File: src/core/gps_pkg.sv
package gps_pkg;
   // register indices; byte address is four times the index
   localparam logic [5:0] IDX_RAW = 6'h0c;
   localparam logic [5:0] IDX_CTRL = 6'h0d;
   localparam logic [5:0] IDX_POS_LO = 6'h0e;
   localparam logic [5:0] IDX_POS_HI = 6'h0f;
   localparam logic [5:0] IDX_IRQ_STAT = 6'h10;
   localparam logic [5:0] IDX_IRQ_MASK = 6'h11;
   // control register fields
   localparam int CTRL_DONE_BIT = 7;
   localparam int CTRL_WRAP_BIT = 6;
   localparam int CTRL_SEL_LSB = 4;
   localparam int CTRL_MASK_LSB = 0;
   localparam logic [7:0] CTRL_RESET = 8'hf0;
   localparam logic [7:0] POS_RESET = 8'hff;
   localparam logic [3:0] BUTTON_RESET = 4'hf;
   localparam logic [3:0] AXIS_RAW_RESET = 4'h0;
   localparam logic [15:0] COUNT_RESET = 16'hffff;
   localparam int IRQ_DONE_BIT = 0;
   // timing
   localparam int CLK_HZ = 40000000;
   localparam int WRAP_MS = 16;
   localparam int WRAP_CYC = (CLK_HZ / 1000) * WRAP_MS;
   localparam int TICK_NS = 1000;
   localparam int TICK_CYC = (TICK_NS * (CLK_HZ / 1000000)) / 1000;
   localparam int ARM_CYC = 4;
endpackage : gps_pkg
File: src/core/gps_axis_sampler.sv
// Implementation choice: the Avalon-MM register port.
`timescale 1ns/1ps
module gps_axis_sampler #(
   parameter int WRAP_CYCLES = gps_pkg::WRAP_CYC
) (
   input wire logic REF_CLK_IN,
   input wire logic NRST_IN,
   input wire logic [7:0] ADDRESS_IN,
   input wire logic READ_IN,
   input wire logic WRITE_IN,
   input wire logic [3:0] BYTEENABLE_IN,
   input wire logic [31:0] WRITEDATA_IN,
   output logic [31:0] READDATA_OUT,
   output logic WAITREQUEST_OUT,
   input wire logic [3:0] AXIS_LEVEL_IN,
   input wire logic [3:0] BUTTON_N_IN,
   output logic FIRE_OUT,
   output logic IRQ_OUT
);
   // refuse wrap lengths the 25-bit counter cannot hold
   if (WRAP_CYCLES < 2 || WRAP_CYCLES > 33554431) begin : g_bad_wrap
      $error("WRAP_CYCLES out of range");
   end

   // two-flop synchronisers for pins
   logic [7:0] pin_s1_r;
   logic [7:0] pin_s2_r;
   always_ff @(posedge REF_CLK_IN) begin
      if (!NRST_IN) begin
         pin_s1_r <= {gps_pkg::BUTTON_RESET, gps_pkg::AXIS_RAW_RESET};
         pin_s2_r <= {gps_pkg::BUTTON_RESET, gps_pkg::AXIS_RAW_RESET};
      end else begin
         pin_s1_r <= {BUTTON_N_IN, AXIS_LEVEL_IN};
         pin_s2_r <= pin_s1_r;
      end
   end

   // bus slave state
   logic wait_r;
   logic wait_nxt;
   logic [31:0] rdata_r;
   logic [31:0] rdata_nxt;
   logic [7:0] ctrl_r;
   logic [7:0] ctrl_nxt;
   logic [7:0] istat_r;
   logic [7:0] istat_nxt;
   logic [7:0] imask_r;
   logic [7:0] imask_nxt;
   logic irq_r;
   logic irq_nxt;
   // sampler state
   logic busy_r;
   logic busy_nxt;
   logic started_r;
   logic started_nxt;
   logic fire_r;
   logic fire_nxt;
   logic [2:0] arm_r;
   logic [2:0] arm_nxt;
   logic [5:0] tick_r;
   logic [5:0] tick_nxt;
   logic [24:0] wrap_r;
   logic [24:0] wrap_nxt;

   logic [5:0] idx;
   logic req;
   logic wr_go;
   logic start;
   logic tick;
   logic armed;
   logic all_done;
   logic done_evt;
   logic [3:0] axis_done;
   logic [15:0] axis_cnt [4];
   logic [15:0] sel_cnt;
   logic [1:0] sel;

   assign idx = ADDRESS_IN[7:2];
   assign req = READ_IN | WRITE_IN;
   assign wr_go = WRITE_IN & ~wait_r & BYTEENABLE_IN[0];
   assign sel = ctrl_r[gps_pkg::CTRL_SEL_LSB +: 2];
   assign sel_cnt = axis_cnt[sel];
   assign tick = (tick_r == 6'(gps_pkg::TICK_CYC - 1));
   assign armed = (arm_r == 3'(gps_pkg::ARM_CYC));

   generate
      for (genvar i = 0; i < 4; i++) begin : g_axis
         gps_axis_timer u_timer (
            .clk_in(REF_CLK_IN),
            .rst_n_in(NRST_IN),
            .start_in(start),
            .arm_in(armed),
            .enable_in(ctrl_r[gps_pkg::CTRL_MASK_LSB + i]),
            .tick_in(tick),
            .level_in(pin_s2_r[i]),
            .count_out(axis_cnt[i]),
            .done_out(axis_done[i])
         );
      end
   endgenerate

   assign all_done = &(axis_done | ~ctrl_r[gps_pkg::CTRL_MASK_LSB +: 4]);
   assign done_evt = busy_r & armed & all_done & ~start;

   // start by position byte write or wrap expiry after a manual start
   always_comb begin
      start = wr_go && (idx == gps_pkg::IDX_POS_LO || idx == gps_pkg::IDX_POS_HI);
      if (ctrl_r[gps_pkg::CTRL_WRAP_BIT] && started_r && wrap_r == 25'h0000000) begin
         start = 1'b1;
      end
   end

   // sampler sequencing
   always_comb begin
      busy_nxt = busy_r;
      started_nxt = started_r;
      fire_nxt = start;
      arm_nxt = arm_r;
      tick_nxt = tick ? 6'h00 : tick_r + 6'h01;
      wrap_nxt = (wrap_r == 25'h0000000) ? wrap_r : wrap_r - 25'h0000001;
      if (start) begin
         busy_nxt = 1'b1;
         started_nxt = 1'b1;
         arm_nxt = 3'h0;
         tick_nxt = 6'h00;
         wrap_nxt = 25'(WRAP_CYCLES - 1);
      end else begin
         if (!armed) begin
            arm_nxt = arm_r + 3'h1;
         end
         if (done_evt) begin
            busy_nxt = 1'b0;
         end
      end
   end

   // register file and bus answer
   always_comb begin
      wait_nxt = ~(req & wait_r);
      rdata_nxt = 32'h00000000;
      ctrl_nxt = ctrl_r;
      istat_nxt = istat_r;
      imask_nxt = imask_r;
      if (start) begin
         ctrl_nxt[gps_pkg::CTRL_DONE_BIT] = 1'b0;
      end
      if (done_evt) begin
         ctrl_nxt[gps_pkg::CTRL_DONE_BIT] = 1'b1;
      end
      if (READ_IN && wait_r) begin
         unique case (idx)
            gps_pkg::IDX_RAW: rdata_nxt = {24'h000000, pin_s2_r};
            gps_pkg::IDX_CTRL: rdata_nxt = {24'h000000, ctrl_r};
            gps_pkg::IDX_POS_LO: rdata_nxt = {24'h000000, sel_cnt[7:0]};
            gps_pkg::IDX_POS_HI: rdata_nxt = {24'h000000, sel_cnt[15:8]};
            gps_pkg::IDX_IRQ_STAT: rdata_nxt = {24'h000000, istat_r};
            gps_pkg::IDX_IRQ_MASK: rdata_nxt = {24'h000000, imask_r};
            default: rdata_nxt = 32'h00000000;
         endcase
      end
      if (wr_go) begin
         unique case (idx)
            gps_pkg::IDX_CTRL: begin
               ctrl_nxt[6:0] = WRITEDATA_IN[6:0];
            end
            gps_pkg::IDX_IRQ_STAT: istat_nxt = istat_r & ~WRITEDATA_IN[7:0];
            gps_pkg::IDX_IRQ_MASK: imask_nxt = WRITEDATA_IN[7:0];
            default: ctrl_nxt = ctrl_nxt; // raw and position bytes keep no write data
         endcase
      end
      if (done_evt) begin
         istat_nxt[gps_pkg::IRQ_DONE_BIT] = 1'b1;
      end
      irq_nxt = |(istat_nxt & imask_nxt);
   end

   always_ff @(posedge REF_CLK_IN) begin
      if (!NRST_IN) begin
         wait_r <= 1'b1;
         rdata_r <= 32'h00000000;
         ctrl_r <= gps_pkg::CTRL_RESET;
         istat_r <= 8'h00;
         imask_r <= 8'h00;
         irq_r <= 1'b0;
         busy_r <= 1'b0;
         started_r <= 1'b0;
         fire_r <= 1'b0;
         arm_r <= 3'(gps_pkg::ARM_CYC);
         tick_r <= 6'h00;
         wrap_r <= 25'h0000000;
      end else begin
         wait_r <= wait_nxt;
         rdata_r <= rdata_nxt;
         ctrl_r <= ctrl_nxt;
         istat_r <= istat_nxt;
         imask_r <= imask_nxt;
         irq_r <= irq_nxt;
         busy_r <= busy_nxt;
         started_r <= started_nxt;
         fire_r <= fire_nxt;
         arm_r <= arm_nxt;
         tick_r <= tick_nxt;
         wrap_r <= wrap_nxt;
      end
   end

   assign READDATA_OUT = rdata_r;
   assign WAITREQUEST_OUT = wait_r;
   assign FIRE_OUT = fire_r;
   assign IRQ_OUT = irq_r;
endmodule : gps_axis_sampler

File: src/core/gps_axis_timer.sv
`timescale 1ns/1ps
module gps_axis_timer (
   input wire logic clk_in,
   input wire logic rst_n_in,
   input wire logic start_in,
   input wire logic arm_in,
   input wire logic enable_in,
   input wire logic tick_in,
   input wire logic level_in,
   output logic [15:0] count_out,
   output logic done_out
);
   logic [15:0] count_r;
   logic [15:0] count_nxt;
   logic done_r;
   logic done_nxt;

   always_comb begin
      count_nxt = count_r;
      done_nxt = done_r;
      if (start_in) begin
         if (enable_in) begin
            count_nxt = 16'h0000;
            done_nxt = 1'b0;
         end
      end else if (!done_r && arm_in && enable_in) begin
         if (!level_in || count_r == 16'hffff) begin
            done_nxt = 1'b1;
         end else if (tick_in) begin
            count_nxt = count_r + 16'h0001;
         end
      end
   end

   always_ff @(posedge clk_in) begin
      if (!rst_n_in) begin
         count_r <= gps_pkg::COUNT_RESET;
         done_r <= 1'b1;
      end else begin
         count_r <= count_nxt;
         done_r <= done_nxt;
      end
   end

   assign count_out = count_r;
   assign done_out = done_r;
endmodule : gps_axis_timer

File: config.mk
export PLATFORM = sky130hd
export DESIGN_NAME = gps_axis_sampler
export DESIGN_NICKNAME = d
export VERILOG_FILES = /design/src/core/gps_pkg.sv /design/src/core/gps_axis_sampler.sv /design/src/core/gps_axis_timer.sv
export SDC_FILE = /design/constraint.sdc
export NUM_CORES = 1
export LEC_CHECK = 0
export BUFFER_PORTS_ARGS = -buffer_cell sky130_fd_sc_hd__buf_2
export CAP_MARGIN = 20
export CORE_UTILIZATION = 31
export CTS_CLUSTER_DIAMETER = 80
export DETAILED_ROUTE_END_ITERATION = 16
export HOLD_SLACK_MARGIN = 0.15
export PLACE_DENSITY = 0.54
export SLEW_MARGIN = 40
export SYNTH_ARGS = -nofsm -noshare
export SYNTH_HDL_FRONTEND = slang
export SYNTH_SLANG_ARGS = --single-unit
File: constraint.sdc
create_clock -name REF_CLK_IN -period 7.8 [get_ports REF_CLK_IN]
set_clock_uncertainty 0.1 [all_clocks]
set_input_delay 2.34 -clock REF_CLK_IN [delete_from_list [all_inputs] [get_ports REF_CLK_IN]]
set_output_delay 2.34 -clock REF_CLK_IN [all_outputs]
set_load 0.05 [all_outputs]
==> flow_summary.json, run 1 <==
{
  "grt_max_degree": 60,
  "post-route-period-util": 0.572,
  "worstSetupStartpointType": "input pin",
  "slew_violations": 0,
  "postCtsHoldBufs": 0,
  "cts-resized-gates": 0,
  "hpwl_um": 16500,
  "start_util": 0.316,
  "syn_avg_cell_area_sq_um": 8.57,
  "place_inst": 1312,
  "leakage_nw": 3.60,
  "wl_per_cell_um": 18.2,
  "critPathLaunch": "NRST_IN",
  "fmax_mhz": 224,
  "yosysWarnings": 0,
  "clockBufferDepth": 2,
  "drive_gt1_frac": 0.112,
  "synth_edf_count": 0,
  "stdcell_count": 1342,
  "pre_cts_slack_ns": 2.90,
  "synth_ff_type": "dfxtp_1",
  "overflow": 0,
  "die_width_um": 167,
  "viasPerCell": 5.71,
  "syn_area_sq_mm": 0.00848,
  "setup_slack_ns": 3.34,
  "hold_viol_final": 0,
  "grt_usage": 0.176,
  "grt_pass1_wl_um": 39500,
  "synth-async-reset-ratio": 0,
  "drtPass1Iterations": 5,
  "htree_levels": 4,
  "final_util": 0.351,
  "vias": 7662,
  "routed_wirelength_um": 24400,
  "min_path_type": "flip-flop to flip-flop",
  "final_nets": 1055,
  "clock-root-buffer": "clkbuf_16",
  "dr.first_iter.drc_count": 691,
  "worstSetupPathType": "input pin to flip-flop",
  "fill_cells": 2766,
  "clk_latency_ns": 0.43,
  "io_pins": 91,
  "critical_path.slowest_cell": "nor2_1",
  "vdd_ir_drop_max_mv": 0.158,
  "relSlewSlack": 0.412,
  "slowest_delay_ns": 0.77,
  "fin_total_pwr_mw": 2.25,
  "ant_nets": 0,
  "power_per_cell_area_mw_per_mm2": 239,
  "die_y_um": 167,
  "ys_ff_latch": 155,
  "cts_setup_buffers": 0,
  "num_rows": 60,
  "cts_tree": "built",
  "worstHoldStart": "pin_s1_r[6]",
  "tns_ns": 0,
  "core_area_sq_mm": 0.0269,
  "critPathRequiredTime_ns": 8.02,
  "cts_buffers": 17,
  "cp.arrival_ns": 4.68,
  "path_clk_slew_ns": 0.07,
  "grt_pass1_vias": 7299,
  "gp_congestion": 0.837,
  "maxCapViolCount": 0,
  "path_cells": "buf_2, buf_4, inv_4, nor2_1, nand2_1, nor4bb_1, nor3_1",
  "period_needed_ns": 4.46,
  "synth_cell_types": 67,
  "worst_pin_slew_ns": 0.879,
  "multi_input_area_sq_mm": 0.00494,
  "final-setup-viol-count": 0,
  "rsz0062_at_grt": "false",
  "synthToLayoutAreaGrowth_pct": 11.2,
  "seq_area_sq_mm": 0.00310,
  "io_buffers": 37,
  "post-route-drc-count": 0,
  "synthCells": 990,
  "dieArea_sq_mm": 0.0280,
  "status": "complete, no violations",
  "crit_path_max_fanout": 59,
  "diodes": 0,
  "ys_seq_area_frac": 0.366,
  "critical_path.endpoint_type": "flip-flop",
  "cts.sinks": 155,
  "r2r-start": "wrap_r[4]",
  "antenna_found_initial": 0
}
-- final timing paths --
path                                                         to  slack (ns)  cells past startpoint
worst max register to register  g_axis[1].u_timer.count_out[15]        4.48                      6
worst max-delay path            g_axis[0].u_timer.count_out[14]        3.34                      7
worst min register to register                      pin_s2_r[6]        0.31                      1
worst min-delay path                                pin_s2_r[6]        0.31                      1
-- layer usage --
metal | track usage | part of all wire | up-vias
met2 | 0.279 | 0.46 | 180
met1 | 0.238 | 0.48 | 3737
met5 | 0 | 0 | -
met4 | 0.0746 | 0.026 | 0
met3 | 0.0279 | 0.038 | 37
li1 | - | - | 3708
-- kinds of logic after synthesis --
group / synth area share
AO/OA/AOI/OAI: 0.208
XOR/XNOR: 0.0124
adder cells (fa/ha/maj): 0.0133
buffers and inverters: 0.0655
flip-flops: 0.366
multiplexers: 0.0875
other: 0.000442
AND/OR/NAND/NOR: 0.248
-- area by class of cell --
class / count / area share
clock buffers: 19 / 0.0480
clock inverters: 11 / 0.0143
inverters: 29 / 0.0118
multi-input cells: 740 / 0.524
flip-flops and latches: 155 / 0.329
well taps: 341 / 0.0452
repair buffers: 47 / 0.0276
-- placed cells by master, fill, tap and decap left out, types with 21 or more instances in the layout --
cell type / synthesis / final
o21ai_0: 56 / 55
nand3_1: 37 / 37
nor2_1: 62 / 61
nand2b_1: 23 / 23
buf_2: 6 / 37
a21oi_1: 39 / 39
nor3_1: 27 / 27
inv_1: 29 / 28
nor4_1: 25 / 24
dfxtp_1: 155 / 154
a31oi_1: 38 / 38
mux2i_1: 37 / 37
conb_1: 1 / 24
nand2_1: 69 / 69
and2_1: 21 / 21
-- cells in the mapped netlist, types with 17 or more instances --
cell / number / area (sq um)
dfxtp_1: 155 / 3100
nand2_1: 69 / 259
nor2_1: 62 / 233
o21ai_0: 56 / 280
clkbuf_1: 48 / 180
a21oi_1: 39 / 195
a31oi_1: 38 / 238
mux2i_1: 37 / 370
nand3_1: 37 / 185
inv_1: 29 / 109
nor3_1: 27 / 135
nor4_1: 25 / 156
buf_4: 24 / 180
nand2b_1: 23 / 144
and2_1: 21 / 131
nand4_1: 18 / 113
and3_1: 17 / 106
-- critical path, delay by kind of cell --
| kind | cells | cell delay [ns] |
|---|---|---|
| AND/OR/NAND/NOR | 4 | 1.29 |
| buffers and inverters | 3 | 0.99 |
-- metrics by stage --
| step | instance area (sq um) | hold slack [ns] |
|---|---|---|
| floorplan | 8570 | 0.286 |
| global placement | 8820 | 0.292 |
| detailed placement | 8840 | 0.293 |
| CTS | 9430 | 0.309 |
| global route | 9430 | 0.319 |
| finish | 9430 | 0.308 |
-- where the power goes --
part	leakage (nW)	internal [mW]	total, mW	switching, mW
Combinational	2.06	0.182	0.489	0.307
Clock	0.279	0.490	0.848	0.358
Sequential	1.26	0.856	0.917	0.0615
Total	3.60	1.53	2.25	0.726
-- state kept, by name, summed over array words and instances (netlist names) --
name / cells
g_axis.u_timer.count_out: 64
wrap_r: 25
READDATA_OUT: 8
ctrl_r: 8
imask_r: 8
istat_r: 8
pin_s1_r: 8
pin_s2_r: 8
tick_r: 6
g_axis.u_timer.done_out: 4
arm_r: 3
FIRE_OUT: 1
IRQ_OUT: 1
WAITREQUEST_OUT: 1
busy_r: 1
started_r: 1
Power figures use the tool's default switching activity.
==> inputs of run 2 (changes only) <==
--- a/config.mk
+++ b/config.mk
@@ -11,7 +11,7 @@
 export CTS_CLUSTER_DIAMETER = 80
 export DETAILED_ROUTE_END_ITERATION = 16
 export HOLD_SLACK_MARGIN = 0.15
-export PLACE_DENSITY = 0.54
+export PLACE_DENSITY = 0.55
 export SLEW_MARGIN = 40
 export SYNTH_ARGS = -nofsm -noshare
 export SYNTH_HDL_FRONTEND = slang
==> constraint.sdc (replaced) <==
create_clock -name REF_CLK_IN -period 4 [get_ports REF_CLK_IN]
set_clock_uncertainty 0.1 [all_clocks]
set_input_delay 1.2 -clock REF_CLK_IN [delete_from_list [all_inputs] [get_ports REF_CLK_IN]]
set_output_delay 1.2 -clock REF_CLK_IN [all_outputs]
set_load 0.05 [all_outputs]
==> flow_summary.json, run 2 (synthesis results as in run 1) <==
{
  "ant_nets": 0,
  "grt_usage": 0.176,
  "r2r-start": "arm_r[0]",
  "antenna_found_initial": 0,
  "cts-resized-gates": 0,
  "grt_pass1_vias": 6985,
  "diodes": 0,
  "gp_congestion": 0.908,
  "clk_latency_ns": 0.43,
  "postCtsHoldBufs": 0,
  "cts.sinks": 155,
  "start_util": 0.316,
  "cts_buffers": 17,
  "cp_top_family": "simple AND/OR/NAND/NOR gates",
  "endpoint": "g_axis[3].u_timer.count_out[15]",
  "dr.first_iter.drc_count": 671,
  "critical_path.endpoint_type": "flip-flop",
  "leakage_nw": 3.63,
  "io_buffers": 37,
  "path_cells": "inv_1, ha_1, and4_1, nand4_1, or2_2, nor3_1, a221o_1",
  "cts_setup_buffers": 0,
  "grt_pass1_wl_um": 39000,
  "worstSetupStartpointType": "flip-flop",
  "worstSetupPathType": "flip-flop to flip-flop",
  "internal_power_mw": 2.83,
  "rsz0062_at_grt": "false",
  "largest_reg_flops": 64,
  "drive_gt1_frac": 0.119,
  "tns_ns": 0,
  "die_width_um": 167,
  "worstRegToRegCells": 7,
  "routed_wirelength_um": 24400,
  "io_pins": 91,
  "critPathRequiredTime_ns": 4.28,
  "slew_violations": 0,
  "switchingPower_mw": 1.43,
  "power_per_cell_area_mw_per_mm2": 450,
  "worst_pin_slew_ns": 0.874,
  "die_y_um": 167,
  "num_rows": 60,
  "synthToLayoutAreaGrowth_pct": 11.5,
  "power_frac_comb": 0.226,
  "critPathLaunch": "arm_r[0]",
  "wl_per_cell_um": 18.0,
  "fill_cells": 2799,
  "final_nets": 1064,
  "core_area_sq_mm": 0.0269,
  "crit_path_max_fanout": 15,
  "final_common_cell": "dfxtp_1",
  "clockBufferDepth": 2,
  "final-setup-viol-count": 0,
  "grt_max_degree": 43,
  "relSlewSlack": 0.416,
  "overflow": 0,
  "cp.depth": 7,
  "p_clk_frac": 0.355,
  "post-route-period-util": 0.736,
  "maxCapViolCount": 0,
  "path_clk_slew_ns": 0.07,
  "layout_common_cells": "dfxtp_1, nand2_1, nor2_1, o21ai_0, a21oi_1",
  "cp.arrival_ns": 3.22,
  "fin_total_pwr_mw": 4.26,
  "viasPerCell": 5.65,
  "post-route-drc-count": 0,
  "vdd_ir_drop_max_mv": 0.294,
  "drtPass1Iterations": 7,
  "hpwl_um": 17100,
  "period_needed_ns": 2.94,
  "htree_levels": 4,
  "fmax_mhz": 340,
  "hold_viol_final": 0,
  "reg2reg_to": "g_axis[3].u_timer.count_out[15]",
  "swShare": 0.336,
  "seqPwrFrac": 0.419,
  "slowest_delay_ns": 0.63,
  "min_path_type": "flip-flop to flip-flop",
  "cts_tree": "built",
  "status": "complete, no violations",
  "dieArea_sq_mm": 0.0280,
  "path_buf_inv": 1,
  "clock-root-buffer": "clkbuf_16",
  "critical_path.slowest_cell": "or2_2",
  "final_util": 0.352,
  "regToRegSetupSlack_ns": 1.06,
  "holdWs_ns": 0.307,
  "vias": 7641
}
run 2: final cells by class:
cell class,count,area [sq um],share of cell area
timing repair buffer,56,353,0.0373
clock buffer,17,425,0.0450
sequential,155,3110,0.328
multi-input combinational,740,4930,0.521
inverter,29,109,0.0115
clock inverter,14,111,0.0118
tap,341,427,0.0451
run 2: routing by layer:
metal  global-route usage  vias up  part of all wire
met4               0.0618        0             0.022
met2                0.272      211              0.45
li1                     -     3736                 -
met3               0.0326       32             0.048
met1                0.243     3662              0.48
met5                    0        -                 0
run 2: per-stage QoR:
step,cell area (sq um),worst slack [ns],cells
after global placement,8910,0.593,1321
after CTS,9450,0.900,1352
after global routing,9460,0.888,1352
after floorplan,8570,0.556,1013
final,9460,1.06,1352
after detailed placement,8920,0.585,1321
run 2: power by group through the flow:
stage                     registers [mW]  clock network [mW]  logic, mW
after CTS                           1.78                1.54      0.958
after global routing                1.81                1.61       1.08
final                               1.78                1.51      0.964
after detailed placement            1.82                   0      0.953
after floorplan                     1.79                   0      0.822
after global placement              1.82                   0      0.945
run 2: worst min path at each step:
stage | from | end | slack (ns) | cells after the start
floorplan | pin_s1_r[4] | pin_s2_r[4] | 0.29 | 1
global placement | pin_s1_r[6] | pin_s2_r[6] | 0.29 | 1
detailed placement | pin_s1_r[6] | pin_s2_r[6] | 0.29 | 1
CTS | pin_s1_r[6] | pin_s2_r[6] | 0.31 | 1
global route | pin_s1_r[6] | pin_s2_r[6] | 0.32 | 1
finish | pin_s1_r[6] | pin_s2_r[6] | 0.31 | 1
